<file path="src/rtl/dce_pkg.sv">
// Purpose: Shared constants for the DMA channel engine
// Assumes: 16-bit registers in the low half of a 32-bit APB word
// Notes: Offsets are register indices; byte address is index times four
package dce_pkg;
  // ==========================================================
  // Register indices
  localparam logic [31:0] DCE_IDX_PROGRESS = 32'h5000_361e;
  localparam logic [31:0] DCE_IDX_SRC_LO = 32'h5000_3620;
  localparam logic [31:0] DCE_IDX_SRC_HI = 32'h5000_3622;
  localparam logic [31:0] DCE_IDX_DST_LO = 32'h5000_3624;
  localparam logic [31:0] DCE_IDX_DST_HI = 32'h5000_3626;
  localparam logic [31:0] DCE_IDX_THRESH = 32'h5000_3628;
  localparam logic [31:0] DCE_IDX_LENGTH = 32'h5000_362a;
  localparam logic [31:0] DCE_IDX_CONTROL = 32'h5000_362c;
  // Index bits compared against paddr[7:2]
  localparam int DCE_DEC_W = 6;
  // ==========================================================
  // Control field positions
  localparam int DCE_CTL_ON = 0;
  localparam int DCE_CTL_BW_LO = 1;
  localparam int DCE_CTL_IRQ_EN = 3;
  localparam int DCE_CTL_PERIPH = 4;
  localparam int DCE_CTL_DINC = 5;
  localparam int DCE_CTL_SINC = 6;
  localparam int DCE_CTL_CIRC = 7;
  localparam int DCE_CTL_PRIO_LO = 8;
  localparam int DCE_CTL_IDLE = 11;
  localparam int DCE_CTL_FILL = 12;
  localparam int DCE_CTL_EDGE = 13;
  localparam logic [15:0] DCE_CTL_WMASK = 16'h3fff;
  // ==========================================================
  // Reset values and codes
  localparam logic [15:0] DCE_RST_REG = 16'h0000;
  localparam logic [31:0] DCE_RST_WORD = 32'h0000_0000;
  localparam logic [1:0] DCE_BW_BYTE = 2'h0;
  localparam logic [1:0] DCE_BW_HALF = 2'h1;
  localparam logic [1:0] DCE_BW_WORD = 2'h2;
  typedef enum logic [2:0]
  {
    DCE_ST_IDLE = 3'b000,
    DCE_ST_WAIT = 3'b001,
    DCE_ST_READ = 3'b010,
    DCE_ST_WRITE = 3'b011,
    DCE_ST_GAP = 3'b100
  } dce_state_t;
endpackage

</file>
<file path="src/rtl/dce_addr_gen.sv">
// Purpose: Item address from start address and progress index
// Assumes: Reserved width code steps like a single byte
// Notes: Combinational; the caller registers the result
`timescale 1ns/100ps
`default_nettype none
module dce_addr_gen
(
  // Inputs
  input wire logic [31:0] base_i,
  input wire logic [15:0] index_i,
  input wire logic inc_i,
  input wire logic [1:0] width_i,
  // Result
  output logic [31:0] addr_o
);
  import dce_pkg::*;
  logic [31:0] step;
  // ==========================================================
  // Offset
  always_comb
  begin
    unique case (width_i)
      DCE_BW_HALF: step = {15'h0000, index_i, 1'b0};
      DCE_BW_WORD: step = {14'h0000, index_i, 2'b00};
      default: step = {16'h0000, index_i};
    endcase
    if (!inc_i)
    begin
      step = DCE_RST_WORD;
    end
    addr_o = base_i + step;
  end
endmodule
`default_nettype wire

</file>
<file path="src/rtl/dce_req_sense.sv">
// Purpose: Synchronise and qualify the peripheral request pin
// Assumes: Request is asynchronous to clk_sys_i
// Notes: Level updates once the last two stages agree
`timescale 1ns/100ps
`default_nettype none
module dce_req_sense
(
  // Clock and reset
  input wire logic clk_sys_i,
  input wire logic rst_i,
  // Request
  input wire logic req_i,
  output logic level_o,
  output logic rise_o
);
  import dce_pkg::*;
  logic s1_reg;
  logic s2_reg;
  logic s3_reg;
  logic lvl_reg;
  logic rise_reg;
  // ==========================================================
  // Synchroniser
  always_ff @(posedge clk_sys_i)
  begin
    if (rst_i)
    begin
      s1_reg <= 1'b0;
      s2_reg <= 1'b0;
      s3_reg <= 1'b0;
    end
    else
    begin
      s1_reg <= req_i;
      s2_reg <= s1_reg;
      s3_reg <= s2_reg;
    end
  end
  // ==========================================================
  // Qualified level and rising edge
  always_ff @(posedge clk_sys_i)
  begin
    if (rst_i)
    begin
      lvl_reg <= 1'b0;
      rise_reg <= 1'b0;
    end
    else
    begin
      if (s2_reg == s3_reg)
      begin
        lvl_reg <= s3_reg;
      end
      rise_reg <= (s2_reg == s3_reg) && s3_reg && !lvl_reg;
    end
  end
  assign level_o = lvl_reg;
  assign rise_o = rise_reg;
endmodule
`default_nettype wire

</file>
<file path="src/rtl/dce_channel.sv">
// Purpose: One DMA channel with APB registers and a bus master port
// Assumes: Bus target holds ack for one cycle per accepted request
// Notes: Channel arbitration and request muxing live outside
//
// The implementer's own choice: the APB register port.
`timescale 1ns/100ps
`default_nettype none
module dce_channel
(
  // Clock and reset
  input wire logic clk_sys_i,
  input wire logic rst_i,
  // APB slave
  input wire logic psel_i,
  input wire logic penable_i,
  input wire logic pwrite_i,
  input wire logic [31:0] paddr_i,
  input wire logic [31:0] pwdata_i,
  output logic [31:0] prdata_o,
  output logic pready_o,
  output logic pslverr_o,
  // System bus master
  output logic bus_req_o,
  output logic bus_we_o,
  output logic [31:0] bus_addr_o,
  output logic [1:0] bus_size_o,
  output logic [31:0] bus_wdata_o,
  input wire logic [31:0] bus_rdata_i,
  input wire logic bus_ack_i,
  output logic bus_lock_o,
  // Peripheral request
  input wire logic dreq_i,
  // Status to system
  output logic irq_o,
  output logic busy_o,
  output logic [2:0] channel_prio_o
);
  import dce_pkg::*;
  // ==========================================================
  // Declarations
  dce_state_t state_reg;
  dce_state_t state_next;
  logic [15:0] src_lo_reg;
  logic [15:0] src_hi_reg;
  logic [15:0] dst_lo_reg;
  logic [15:0] dst_hi_reg;
  logic [15:0] thresh_reg;
  logic [15:0] length_reg;
  logic [15:0] ctrl_reg;
  logic [15:0] index_reg;
  logic [15:0] index_next;
  logic [31:0] data_reg;
  logic [31:0] prdata_reg;
  logic pslverr_reg;
  logic req_reg;
  logic we_reg;
  logic [31:0] addr_reg;
  logic lock_reg;
  logic irq_reg;
  logic pend_reg;
  logic req_level;
  logic req_rise;
  logic [31:0] src_addr;
  logic [31:0] dst_addr;
  logic [DCE_DEC_W-1:0] dec;
  logic hit;
  logic wr_en;
  logic item_done;
  logic last_item;
  logic restart;
  logic trigger;
  logic periph;
  logic fill;
  logic gap_en;
  logic [15:0] rd_mux;
  // ==========================================================
  // Control fields
  assign periph = ctrl_reg[DCE_CTL_PERIPH];
  assign fill = ctrl_reg[DCE_CTL_FILL];
  // Idle cycle only without request trigger
  assign gap_en = ctrl_reg[DCE_CTL_IDLE] && !periph;
  assign channel_prio_o = ctrl_reg[DCE_CTL_PRIO_LO +: 3];
  // ==========================================================
  // APB decode
  assign dec = paddr_i[DCE_DEC_W+1:2];
  assign wr_en = psel_i && penable_i && pwrite_i;
  always_comb
  begin
    hit = 1'b1;
    rd_mux = DCE_RST_REG;
    unique case (dec)
      DCE_IDX_PROGRESS[DCE_DEC_W-1:0]: rd_mux = index_reg;
      DCE_IDX_SRC_LO[DCE_DEC_W-1:0]: rd_mux = src_lo_reg;
      DCE_IDX_SRC_HI[DCE_DEC_W-1:0]: rd_mux = src_hi_reg;
      DCE_IDX_DST_LO[DCE_DEC_W-1:0]: rd_mux = dst_lo_reg;
      DCE_IDX_DST_HI[DCE_DEC_W-1:0]: rd_mux = dst_hi_reg;
      DCE_IDX_THRESH[DCE_DEC_W-1:0]: rd_mux = thresh_reg;
      DCE_IDX_LENGTH[DCE_DEC_W-1:0]: rd_mux = length_reg;
      DCE_IDX_CONTROL[DCE_DEC_W-1:0]: rd_mux = ctrl_reg;
      default: hit = 1'b0;
    endcase
  end
  // Read data sampled in setup so access phase needs no wait
  always_ff @(posedge clk_sys_i)
  begin
    if (rst_i)
    begin
      prdata_reg <= DCE_RST_WORD;
      pslverr_reg <= 1'b0;
    end
    else if (psel_i && !penable_i)
    begin
      prdata_reg <= {16'h0000, rd_mux};
      pslverr_reg <= !hit;
    end
  end
  assign prdata_o = prdata_reg;
  assign pready_o = psel_i && penable_i;
  assign pslverr_o = psel_i && penable_i && pslverr_reg;
  // ==========================================================
  // Configuration registers
  always_ff @(posedge clk_sys_i)
  begin
    if (rst_i)
    begin
      src_lo_reg <= DCE_RST_REG;
      src_hi_reg <= DCE_RST_REG;
      dst_lo_reg <= DCE_RST_REG;
      dst_hi_reg <= DCE_RST_REG;
      thresh_reg <= DCE_RST_REG;
      length_reg <= DCE_RST_REG;
    end
    else if (wr_en)
    begin
      unique case (dec)
        DCE_IDX_SRC_LO[DCE_DEC_W-1:0]: src_lo_reg <= pwdata_i[15:0];
        DCE_IDX_SRC_HI[DCE_DEC_W-1:0]: src_hi_reg <= pwdata_i[15:0];
        DCE_IDX_DST_LO[DCE_DEC_W-1:0]: dst_lo_reg <= pwdata_i[15:0];
        DCE_IDX_DST_HI[DCE_DEC_W-1:0]: dst_hi_reg <= pwdata_i[15:0];
        DCE_IDX_THRESH[DCE_DEC_W-1:0]: thresh_reg <= pwdata_i[15:0];
        DCE_IDX_LENGTH[DCE_DEC_W-1:0]: length_reg <= pwdata_i[15:0];
        default:
        begin
        end
      endcase
    end
  end
  // ==========================================================
  // Control register
  // Circular only honoured with request trigger
  assign restart = ctrl_reg[DCE_CTL_CIRC] && periph;
  always_ff @(posedge clk_sys_i)
  begin
    if (rst_i)
    begin
      ctrl_reg <= DCE_RST_REG;
    end
    else if (wr_en && dec == DCE_IDX_CONTROL[DCE_DEC_W-1:0])
    begin
      ctrl_reg <= pwdata_i[15:0] & DCE_CTL_WMASK;
    end
    else if (item_done && last_item && !restart)
    begin
      ctrl_reg[DCE_CTL_ON] <= 1'b0;
    end
  end
  // ==========================================================
  // Request sensing
  dce_req_sense u_req
  (
    .clk_sys_i(clk_sys_i),
    .rst_i(rst_i),
    .req_i(dreq_i),
    .level_o(req_level),
    .rise_o(req_rise)
  );
  // Edge arriving on the consume cycle is kept
  always_ff @(posedge clk_sys_i)
  begin
    if (rst_i)
    begin
      pend_reg <= 1'b0;
    end
    else if (req_rise)
    begin
      pend_reg <= 1'b1;
    end
    else if (state_reg == DCE_ST_WAIT && trigger)
    begin
      pend_reg <= 1'b0;
    end
  end
  assign trigger = ctrl_reg[DCE_CTL_EDGE] ? pend_reg : req_level;
  // ==========================================================
  // Sequencer
  // Last item when index reaches length
  assign last_item = index_reg == length_reg;
  assign item_done = state_reg == DCE_ST_WRITE && bus_ack_i;
  always_comb
  begin
    state_next = state_reg;
    unique case (state_reg)
      DCE_ST_IDLE:
      begin
        if (ctrl_reg[DCE_CTL_ON])
        begin
          state_next = periph ? DCE_ST_WAIT : DCE_ST_READ;
        end
      end
      DCE_ST_WAIT:
      begin
        if (!ctrl_reg[DCE_CTL_ON])
        begin
          state_next = DCE_ST_IDLE;
        end
        else if (trigger)
        begin
          // Fill fetches only for item zero
          state_next = (fill && index_reg != DCE_RST_REG) ?
            DCE_ST_WRITE : DCE_ST_READ;
        end
      end
      DCE_ST_READ:
      begin
        if (bus_ack_i)
        begin
          state_next = DCE_ST_WRITE;
        end
      end
      DCE_ST_WRITE:
      begin
        if (bus_ack_i)
        begin
          if (last_item && !restart)
          begin
            state_next = DCE_ST_IDLE;
          end
          else if (periph)
          begin
            state_next = DCE_ST_WAIT;
          end
          else if (gap_en)
          begin
            state_next = DCE_ST_GAP;
          end
          else
          begin
            state_next = fill ? DCE_ST_WRITE : DCE_ST_READ;
          end
        end
      end
      DCE_ST_GAP:
      begin
        if (!ctrl_reg[DCE_CTL_ON])
        begin
          state_next = DCE_ST_IDLE;
        end
        else
        begin
          state_next = fill ? DCE_ST_WRITE : DCE_ST_READ;
        end
      end
      default: state_next = DCE_ST_IDLE;
    endcase
  end
  always_ff @(posedge clk_sys_i)
  begin
    if (rst_i)
    begin
      state_reg <= DCE_ST_IDLE;
    end
    else
    begin
      state_reg <= state_next;
    end
  end
  // ==========================================================
  // Progress index
  always_comb
  begin
    index_next = index_reg;
    if (item_done)
    begin
      index_next = last_item ? DCE_RST_REG : index_reg + 16'h0001;
    end
    else if (state_next == DCE_ST_IDLE)
    begin
      index_next = DCE_RST_REG;
    end
  end
  always_ff @(posedge clk_sys_i)
  begin
    if (rst_i)
    begin
      index_reg <= DCE_RST_REG;
    end
    else
    begin
      index_reg <= index_next;
    end
  end
  // ==========================================================
  // Interrupt
  always_ff @(posedge clk_sys_i)
  begin
    if (rst_i)
    begin
      irq_reg <= 1'b0;
    end
    else
    begin
      irq_reg <= item_done && ctrl_reg[DCE_CTL_IRQ_EN] &&
        thresh_reg == index_reg;
    end
  end
  assign irq_o = irq_reg;
  // ==========================================================
  // Address generation
  // Addresses from next index
  dce_addr_gen u_src
  (
    .base_i({src_hi_reg, src_lo_reg}),
    .index_i(index_next),
    .inc_i(ctrl_reg[DCE_CTL_SINC]),
    .width_i(ctrl_reg[DCE_CTL_BW_LO +: 2]),
    .addr_o(src_addr)
  );
  dce_addr_gen u_dst
  (
    .base_i({dst_hi_reg, dst_lo_reg}),
    .index_i(index_next),
    .inc_i(ctrl_reg[DCE_CTL_DINC]),
    .width_i(ctrl_reg[DCE_CTL_BW_LO +: 2]),
    .addr_o(dst_addr)
  );
  // ==========================================================
  // Bus request outputs
  always_ff @(posedge clk_sys_i)
  begin
    if (rst_i)
    begin
      req_reg <= 1'b0;
      we_reg <= 1'b0;
      addr_reg <= DCE_RST_WORD;
      lock_reg <= 1'b0;
    end
    else
    begin
      req_reg <= state_next == DCE_ST_READ ||
        state_next == DCE_ST_WRITE;
      we_reg <= state_next == DCE_ST_WRITE;
      addr_reg <= (req_reg && !bus_ack_i) ? addr_reg :
        (state_next == DCE_ST_WRITE) ? dst_addr : src_addr;
      lock_reg <= state_next != DCE_ST_IDLE &&
        (fill || (!periph && !ctrl_reg[DCE_CTL_IDLE]));
    end
  end
  // Fetched item reused for every store in fill mode
  always_ff @(posedge clk_sys_i)
  begin
    if (rst_i)
    begin
      data_reg <= DCE_RST_WORD;
    end
    else if (state_reg == DCE_ST_READ && bus_ack_i)
    begin
      data_reg <= bus_rdata_i;
    end
  end
  assign bus_req_o = req_reg;
  assign bus_we_o = we_reg;
  assign bus_addr_o = addr_reg;
  assign bus_size_o = ctrl_reg[DCE_CTL_BW_LO +: 2];
  assign bus_wdata_o = data_reg;
  assign bus_lock_o = lock_reg;
  assign busy_o = state_reg != DCE_ST_IDLE;
endmodule
`default_nettype wire

</file>
<file path="config.mk">
export PLATFORM = sky130hd
export DESIGN_NAME = dce_channel
export DESIGN_NICKNAME = d
export VERILOG_FILES = /design/src/rtl/dce_pkg.sv /design/src/rtl/dce_addr_gen.sv /design/src/rtl/dce_req_sense.sv /design/src/rtl/dce_channel.sv
export SDC_FILE = /design/constraint.sdc
export NUM_CORES = 1
export LEC_CHECK = 0
export BUFFER_PORTS_ARGS = -buffer_cell sky130_fd_sc_hd__buf_2
export CAP_MARGIN = 20
export CORE_ASPECT_RATIO = 1.75
export CORE_UTILIZATION = 50
export CTS_BUF_LIST = sky130_fd_sc_hd__clkbuf_8
export CTS_CLUSTER_DIAMETER = 80
export DETAILED_ROUTE_END_ITERATION = 8
export GPL_TIMING_DRIVEN = 0
export PLACE_DENSITY = 0.72
export SYNTH_ARGS = -nofsm -noshare
export SYNTH_HDL_FRONTEND = slang
export SYNTH_HIERARCHICAL = 1
export SYNTH_SLANG_ARGS = --single-unit
</file>
<file path="constraint.sdc">
create_clock -name clk_sys_i -period 5.15 [get_ports clk_sys_i]
set_clock_uncertainty 0.1 [all_clocks]
set_input_delay 0 -clock clk_sys_i [delete_from_list [all_inputs] [get_ports clk_sys_i]]
set_output_delay 0 -clock clk_sys_i [all_outputs]
set_load 0.02 [all_outputs]
</file>
==> results of run 1 <==
## worst min-delay path by stage
stage	startpoint	endpoint	slack [ns]	cells after the start
global placement	dreq_i	u_req/s1_reg	0.11	2
floorplan	rst_i	u_req/rise_o	-0.03	1
detailed placement	dreq_i	u_req/s1_reg	0.12	2
CTS	pwrite_i	src_hi_reg[2]	0.07	5
finish	pwrite_i	src_hi_reg[2]	0.08	5
global route	pwrite_i	src_hi_reg[2]	0.11	5
## cell type report
cell class	count	area, sq um
sequential	220	4404
timing repair buffer	226	1479
clock inverter	19	116.4
tap	320	400.4
buffer	128	675.6
multi-input combinational	1370	8642
fill	2242	9499
inverter	18	67.56
clock buffer	42	578.1
## metrics by stage
step	worst slack, ns	setup TNS, ns	total power [mW]	std cells
2_1_floorplan	0.7046	0	1.815	1739
3_3_place_gp	-0.5148	-5.389	1.894	2211
3_5_place_dp	-0.5259	-6.114	1.895	2211
4_1_cts	0.007583	0	3.439	2334
5_1_grt	-0.03489	-0.1055	3.529	2343
6_report	0.1093	0	3.436	2343
## critical path, delay by kind of cell (launching register included)
kind | cells | cell delay, ns
buf+inv | 3 | 0.57
compound gates | 10 | 1.94
simple gates | 5 | 1.16
flops | 1 | 0.30
mux | 1 | 0.19
fa+ha+maj | 1 | 0.32
xor+xnor | 2 | 0.33
## cells in the mapped netlist, drive strengths merged, types with 9 or more instances
cell and n:
and2 33, nand4 14, a31oi 17, ha 43, dfxtp 220, nand3 28, buf 48, a22oi 90
o21ai 106, o211ai 9, nor3 28, o21a 9, mux2i 39, and3 18, nand2 411, xnor2 34
xor2 51, a21oi 250, nand2b 17, nor2 50, nor2b 9, inv 18, a311oi 11, clkbuf 83
nor4 13
## cell families after synthesis
kind of cell               synth area share [%]
AOI/OAI and AO/OA                         25.59
DFF                                       33.57
xor gates and xnor gates                  5.675
and+or+nand+nor                           22.42
muxes                                     2.976
adders and majority gates                 4.407
buffers and inverters                     5.322
other                                   0.02859
## power by group
group | total (mW) | leakage (nW) | switching (mW) | internal [mW]
clock | 1.54 | 0.398 | 0.743 | 0.794
sequential | 1.71 | 1.77 | 0.00324 | 1.70
combinational | 0.191 | 4.14 | 0.121 | 0.0704
## layout by cell type, fill, tap and decap left out, drive strengths merged, types with 11 or more instances in the layout
cell type	n
nand2	411
nor4	13
buf	210
nand3	28
inv	31
xor2	51
clkbuf	128
ha	43
dlygate4sd3	58
mux2i	39
and3	18
xnor2	34
a22oi	90
o21ai	106
dfxtp	220
and2	33
a21oi	250
nand4	14
a311oi	11
nor2	50
nor3	28
conb	16
nand2b	17
a31oi	17
## what timing repair did
action,4_1_cts,5_1_grt
hold buffers,58,0
setup buffers,4,11
gates resized for setup,40,82
endpoints found under the setup margin,21,21
cloned,0,1
pin swaps,7,7
endpoints found under the hold margin,154,0
## layer usage
metal	up-vias	routed length, microns
met4	0	5171
met1	6604	18070
met2	789	26880
li1	6615	-
met3	235	3626
met5	-	0
==> run summary, run 1 <==
Max H-tree Level = 2
Synth Register Bits = 220
share of the yosys chip area belonging to registers = 33.57%
Worst Tran Pin Value = 1.099 ns
max-cap violations = 0
gr ovfl total = 0
initial drt markers = 1350
fin crit period = 5.041 ns
met2 Use GR = 68.18%
Post-DP HPWL = 39.88 mm
worst IR drop on VDD = 0.2866 mV
library cells used by synthesis = 68
clk root buf = clkbuf_8
met3 Track Usage GR = 5.826%
worst-path cell chain = buf_4 -> xor2_1 -> nor4_4 -> nand4_4 -> a211oi_4 -> o211ai_4 -> nand2_4 -> clkbuf_16 -> a31oi_4 -> a22oi_1 -> o21ai_0 -> and2_1 -> ha_4 -> nand3_4 -> a21o_2 -> o21a_2 -> a2111oi_4 -> buf_4 -> o211ai_1 -> xnor2_1 -> mux2i_1 -> a21oi_1
row cnt = 78
yosys warns = 6
DRC = 0
die area = 26910 sq um
CP endpoint = bus_addr_o[29]
Tcrit/Tclk final = 97.88%
CP peak stage delay = 0.42 ns
TritonCTS clock tree = yes
top post-synthesis cells by area = dfxtp_1 (34%), nand2_1 (12%), a21oi_1 (9.5%)
status = complete, no violations
area share of the largest cell type after synthesis = 33.57%
Post-Syn Area = 13120 sq um
nets@finish = 2147
GRT Total Usage = 38.52%
antenna violations before repair = 0
Max Clk Rate = 198.4 MHz
Worst Path Arrival = 5.37 ns
port bufs = 152
Worst-Skew Late Latency = 0.56 ns
Mapped Cells = 1724
Die Wd = 124.4 microns
WL/cell = 22.94 microns
Pleak = 6.315 nW
Num CTS Buffers = 35
Antenna Violating Nets Remaining = 0
RePlAce Congestion = 0.9973
grt met1 use = 38.81%
Synth Flop Type = dfxtp_1
WHS = 0.08115 ns
origin of the critical flop-to-flop path = index_reg[8]
routed wire length = 53.75 mm
HP Class = in -> reg
worst setup path category = reg -> reg
CP Capture Type = register
CP Launch Point = index_reg[8]
top cell type by total area after synthesis = dfxtp_1
Final Instance Area = 16360 sq um
global-route wire length before repair = 78.74 mm
RSZ-0062 raised after global routing = true
Worst EP required = 5.48 ns
Area Overhead vs Synth = 24.74%
crit-path max FO = 10
DR vias/cell = 6.079
ys async rst share = 0%
Die H = 216.3 microns
largest net degree at the start of global routing = 12
Placed Area = 14340 sq um
R2R cell count = 22
DRT Pass-1 Iters = 6
worst rel slew slack = 26.58%
final hold violations = 0
n_diodes = 0
CTS sink cnt = 220
RR Endpoint = bus_addr_o[29]
Most Used Layer, Global Route = met2
via count = 14243
power per cell area = 210.0 nW/um^2
most frequent CP cell = buf_4
initial core utilization = 50.72%
# setup viols final = 0
Max Buffers Root-to-Sink = 3
Crit-path slowest cell = nor4_4
share of post-route cells with drive strength above 1 = 18.09%
max-slew violations = 0
Setup crit start kind = register
vias in the first global route = 13609
total core area = 25860 sq um
R2R setup slack = 0.11 ns
io pins = 211
Synth Area per Inst = 7.609 sq um
Clock transition at path regs = 0.07 ns
Post-synth EDFFs = 0
Finished Core Util = 63.27%
Power figures use the tool's default switching activity.
==> inputs of run 2 (changes only) <==
Settings changed: CORE_UTILIZATION 50 to 55, PLACE_DENSITY 0.72 to 0.78, RECOVER_POWER set to 50.
Clock period 5.15 ns to 6.39 ns, I/O delays scaled along.
==> run summary, run 2 (synthesized netlist as in run 1, its figures left out) <==
net load switching power = 0.6997 mW
most frequent CP cell = buf_2
Tcrit/Tclk final = 91.50%
DR WL met2 = 25.31 mm
worst-path cell chain = buf_2 -> xor2_1 -> nor4_2 -> nand4_4 -> a211oi_4 -> o211ai_4 -> nand2_2 -> buf_2 -> a31oi_1 -> a22oi_1 -> o21ai_0 -> and2_1 -> ha_1 -> nand3_1 -> a21o_2 -> o21a_2 -> a2111oi_4 -> o211ai_1 -> xnor2_1 -> mux2i_1 -> a21oi_1
Comb pwr share = 5.5%
max-cap violations = 0
crit-path max FO = 10
WL/cell = 22.56 microns
GRT Total Usage = 41.97%
CP peak stage delay = 0.50 ns
Die Wd = 118.7 microns
routed wl met3 = 4.323 mm
RR Endpoint = bus_addr_o[29]
CP Launch Point = index_reg[8]
DRC = 0
pre-CTS setup slack = 0.6964 ns
worst rel slew slack = 23.10%
Reg power frac = 48.8%
clk root buf = clkbuf_8
nets@finish = 2132
io pins = 211
via count = 14249
R2R setup slack = 0.54 ns
Post-CTS Setup Inserts = 0
Worst Path Arrival = 6.19 ns
CTS sink cnt = 220
Worst Tran Pin Value = 1.141 ns
# setup viols final = 0
total core area = 23330 sq um
R2R cell count = 21
status = complete, no violations
Antenna Violating Nets Remaining = 0
Post-DP HPWL = 38.24 mm
Worst Slack Setup Final = 0.5430 ns
worst IR drop on VDD = 0.1846 mV
final hold violations = 0
CP Capture Type = register
power per cell area = 182.1 nW/um^2
RePlAce Congestion = 1.018
Setup crit start kind = register
routed wire length = 52.19 mm
Worst-Skew Late Latency = 0.57 ns
initial drt markers = 1055
CP endpoint = bus_addr_o[29]
met1 wire length = 17.22 mm
antenna violations before repair = 0
Max Clk Rate = 171.0 MHz
most frequent cells in the layout = nand2_1 (410), a21oi_1 (248), dfxtp_1 (220), clkbuf_1 (175), o21ai_0 (93)
max-slew violations = 0
gr ovfl total = 0
Worst EP required = 6.74 ns
origin of the critical flop-to-flop path = index_reg[8]
vias in the first global route = 13812
CP Depth = 21
Sw Ratio = 24.80%
initial core utilization = 56.22%
Clk pwr share = 45.8%
Max H-tree Level = 2
DRT Pass-1 Iters = 8
most common cell after layout, fill and taps aside = nand2_1
Pint = 2.122 mW
Fillers = 2103
HP Class = in -> reg
Pleak = 5.824 nW
setup TNS = 0 ns
fin crit period = 5.847 ns
global-route wire length before repair = 77.01 mm
Num CTS Buffers = 34
worst setup path category = reg -> reg
Crit-path slowest cell = nor4_2
largest net degree at the start of global routing = 12
CP delay by family, top = compound AO/OA/AOI/OAI gates
die area = 24500 sq um
DR vias/cell = 6.160
Max Buffers Root-to-Sink = 3
port bufs = 152
share of post-route cells with drive strength above 1 = 9.861%
TritonCTS clock tree = yes
Area Overhead vs Synth = 18.14%
Die H = 206.3 microns
row cnt = 74
Clock transition at path regs = 0.07 ns
DR top layer = met4
hold path depth = 6
RSZ-0062 raised after global routing = false
WP buf/inv = 2
-- run 2: cell types whose count changed in the layout (fill, tap and decap cells not counted), moves of 11 or more --
cell,previous run,this run
ha_4,12,0
a31oi_1,5,17
a21oi_1,236,248
ha_1,29,43
clkbuf_1,79,175
a31oi_4,11,0
buf_4,42,20
buf_2,159,80
-- run 2: worst min path at each step --
stage / startpoint / end / slack, ns
6_report: paddr_i[7] / prdata_o[15] / 0.07
3_3_place_gp: dreq_i / u_req/s1_reg / 0.11
2_1_floorplan: rst_i / u_req/rise_o / -0.03
4_1_cts: penable_i / prdata_o[0] / 0.04
3_5_place_dp: dreq_i / u_req/s1_reg / 0.12
5_1_grt: penable_i / prdata_o[0] / 0.11
-- run 2: area by class of cell --
class                           count  area, sq um  share of cell area, %
Antenna cell                        1        2.502                0.01615
Timing Repair Buffer              209         1216                  7.848
Inverter                           18        67.56                 0.4360
Multi-Input combinational cell   1370         8066                  52.05
Buffer                            131        630.6                  4.069
Clock buffer                       43        591.8                  3.819
Tap cell                          304        380.4                  2.454
Clock inverter                     17        137.6                 0.8881
Sequential cell                   220         4404                  28.42
-- run 2: through the flow --
step | instances | hold slack (ns) | area, sq um | utilization [%] | total power [mW]
finish | 2313 | 0.06992 | 15500 | 66.42 | 2.822
floorplan | 1739 | -0.02926 | 13170 | - | 1.463
global route | 2312 | 0.1067 | 15490 | 66.41 | 2.883
detailed placement | 2195 | 0.1199 | 14320 | 61.35 | 1.526
global placement | 2195 | 0.1113 | 14320 | 61.35 | 1.526
CTS | 2312 | 0.04280 | 15620 | 66.92 | 2.814
-- run 2: per-layer routing --
layer | vias up | GRT usage [%]
met3 | 267 | 8.775
met2 | 815 | 73.81
met4 | 0 | 40.51
met1 | 6570 | 40.46
met5 | - | 0
li1 | 6597 | -
-- run 2: tightest hold or removal path, stage by stage --
cell	delay (ns)
buf_2	0.10
nand2b_1	0.08
nor2_1	0.17
a221o_1	0.19
a22oi_1	0.07
nor2_1	0.08
-- run 2: power groups by stage --
stage          logic (mW)  clock network, mW  registers (mW)
4_1_cts             0.146               1.29            1.38
5_1_grt             0.159               1.35            1.38
3_3_place_gp        0.119                  0            1.41
6_report            0.154               1.29            1.38
2_1_floorplan      0.0571                  0            1.41
3_5_place_dp        0.119                  0            1.41
-- run 2: what timing repair did --
| item | CTS | global route |
|---|---|---|
| endpoints found under the hold margin | 157 | 0 |
| gates resized for setup | 0 | 0 |
| hold buffers | 57 | 0 |
==> inputs of run 3 (changes only) <==
Settings changed: CORE_UTILIZATION 55 to 26, PLACE_DENSITY 0.78 to unset.
Clock period 6.39 ns to 5.05 ns, I/O delays scaled along.
==> run summary, run 3 (synthesized netlist as in run 1, its figures left out) <==
io pins = 211
Worst Tran Pin Value = 1.068 ns
final hold violations = 0
origin of the critical flop-to-flop path = index_reg[8]
pre-CTS setup slack = -0.8783 ns
Finished Core Util = 35.12%
Hold Path End = prdata_o[15]
WL/cell = 21.20 microns
max-cap violations = 0
Clock transition at path regs = 0.07 ns
DR vias/cell = 5.224
Worst Slack Setup Final = 0.02076 ns
Worst Path Arrival = 5.39 ns
antenna violations before repair = 1
largest net degree at the start of global routing = 12
total core area = 49730 sq um
R2R setup slack = 0.02 ns
# setup viols final = 0
status = complete, no violations
global-route wire length before repair = 84.35 mm
CTS sink cnt = 220
CP Capture Type = register
TritonCTS clock tree = yes
Post-DP HPWL = 44.00 mm
Fillers = 5319
initial core utilization = 26.38%
Hold Startpoint = paddr_i[7]
die area = 51390 sq um
total power = 3.707 mW
most frequent cells in the layout = nand2_1 (409), a21oi_1 (225), dfxtp_1 (219), clkbuf_1 (172), a22oi_1 (73)
power per cell area = 212.3 nW/um^2
gr ovfl total = 0
DRC = 0
routed wire length = 57.63 mm
Num CTS Buffers = 36
Die H = 299.1 microns
GRT Total Usage = 22.10%
RR Endpoint = bus_addr_o[31]
Max Clk Rate = 198.8 MHz
Max H-tree Level = 2
nets@finish = 2178
Antenna Violating Nets Remaining = 0
HP Class = in -> reg
most common cell after layout, fill and taps aside = nand2_1
DRT Pass-1 Iters = 7
vias in the first global route = 13885
R2R cell count = 22
worst setup path category = reg -> reg
Worst-Skew Late Latency = 0.57 ns
Tcrit/Tclk final = 99.59%
worst rel slew slack = 28.24%
Setup crit start kind = register
max-slew violations = 0
fin crit period = 5.029 ns
Area Overhead vs Synth = 33.15%
via count = 14199
worst IR drop on VDD = 0.2836 mV
RSZ-0062 raised after global routing = true
port bufs = 152
Max Buffers Root-to-Sink = 3
Die Wd = 171.8 microns
share of post-route cells with drive strength above 1 = 18.28%
Pleak = 6.104 nW
row cnt = 108
RePlAce Congestion = 0.9938
hold path depth = 6
initial drt markers = 829
crit-path max FO = 9
clk root buf = clkbuf_8
Worst EP required = 5.41 ns
==> run 3: cell count changes in the layout (fill, tap and decap cells not counted), sizes merged <==
| cell | delta |
|---|---|
| buf | +38 |
| inv | +5 |
| clkbuf | +4 |
| clkinv | -4 |
| dlygate4sd3 | +4 |
| bufinv | +1 |
| clkinvlp | +1 |
==> run 3: per-stage QoR <==
stage	instances	area (sq um)	TNS (ns)	hold slack [ns]
finish	2718	17470	0	0.05690
global route	2718	17470	-0.4151	0.1002
CTS	2682	16600	0	0.02629
detailed placement	2553	14780	-12.75	0.1172
global placement	2551	14760	-10.81	0.1242
floorplan	1739	13170	0	-0.02926
==> run 3: critical path: stages (launching register included) <==
cell	delay (ns)
dfxtp_1	0.32
buf_8	0.15
xor2_2	0.17
nor4_4	0.48
nand4_4	0.27
a211oi_4	0.36
o211ai_4	0.17
nand2_4	0.16
clkbuf_16	0.19
a31oi_4	0.12
buf_4	0.18
nand2_1	0.06
o21ai_0	0.07
and2_1	0.19
ha_2	0.31
nand3_1	0.10
o211ai_1	0.15
a221o_1	0.39
a32oi_4	0.34
nor3b_2	0.10
xor2_1	0.16
mux2i_2	0.25
a21oi_1	0.10
==> run 3: cell type report <==
| class | instances | area, sq um | area share [%] |
|---|---|---|---|
| diodes | 1 | 2.502 | 0.01433 |
| well taps | 660 | 825.8 | 4.728 |
| repair buffers | 256 | 1613 | 9.234 |
| flip-flops and latches | 220 | 4405 | 25.22 |
| inverters | 18 | 67.56 | 0.3868 |
| clock inverters | 20 | 178.9 | 1.024 |
| multi-input cells | 1370 | 9071 | 51.94 |
| plain buffers | 128 | 681.9 | 3.904 |
| clock buffers | 45 | 619.3 | 3.546 |
==> run 3: what timing repair did <==
item                                    CTS  global route
pin swaps                                 9            70
endpoints found under the setup margin   26            18
hold buffers                             61             0
gates resized for setup                  70           157
gates cloned                              0             1
buffers inserted                          5            35
hold endpoints to repair                154             0
==> run 3: layer usage <==
layer	GRT usage (%)	share of wire (%)
met5	0	0
met4	18.58	9.2
met3	3.393	5.2
met2	41.11	53
met1	20.79	33
==> run 3: worst max-delay path by stage <==
stage / start / end / slack, ns / depth (start not counted)
floorplan: index_reg[1] / bus_addr_o[25] / 0.60 / 21
global placement: index_reg[8] / bus_addr_o[31] / -0.83 / 22
detailed placement: index_reg[8] / bus_addr_o[31] / -0.88 / 21
CTS: index_reg[15] / bus_addr_o[25] / 0.003 / 21
global route: index_reg[8] / bus_addr_o[31] / -0.08 / 22
finish: index_reg[8] / bus_addr_o[31] / 0.02 / 22
==> run 3: power breakdown <==
group	switching, mW	internal, mW	total [mW]
Combinational	0.119	0.0720	0.191
Sequential	0.00357	1.74	1.74
Clock	0.806	0.968	1.77
Total	0.929	2.78	3.71
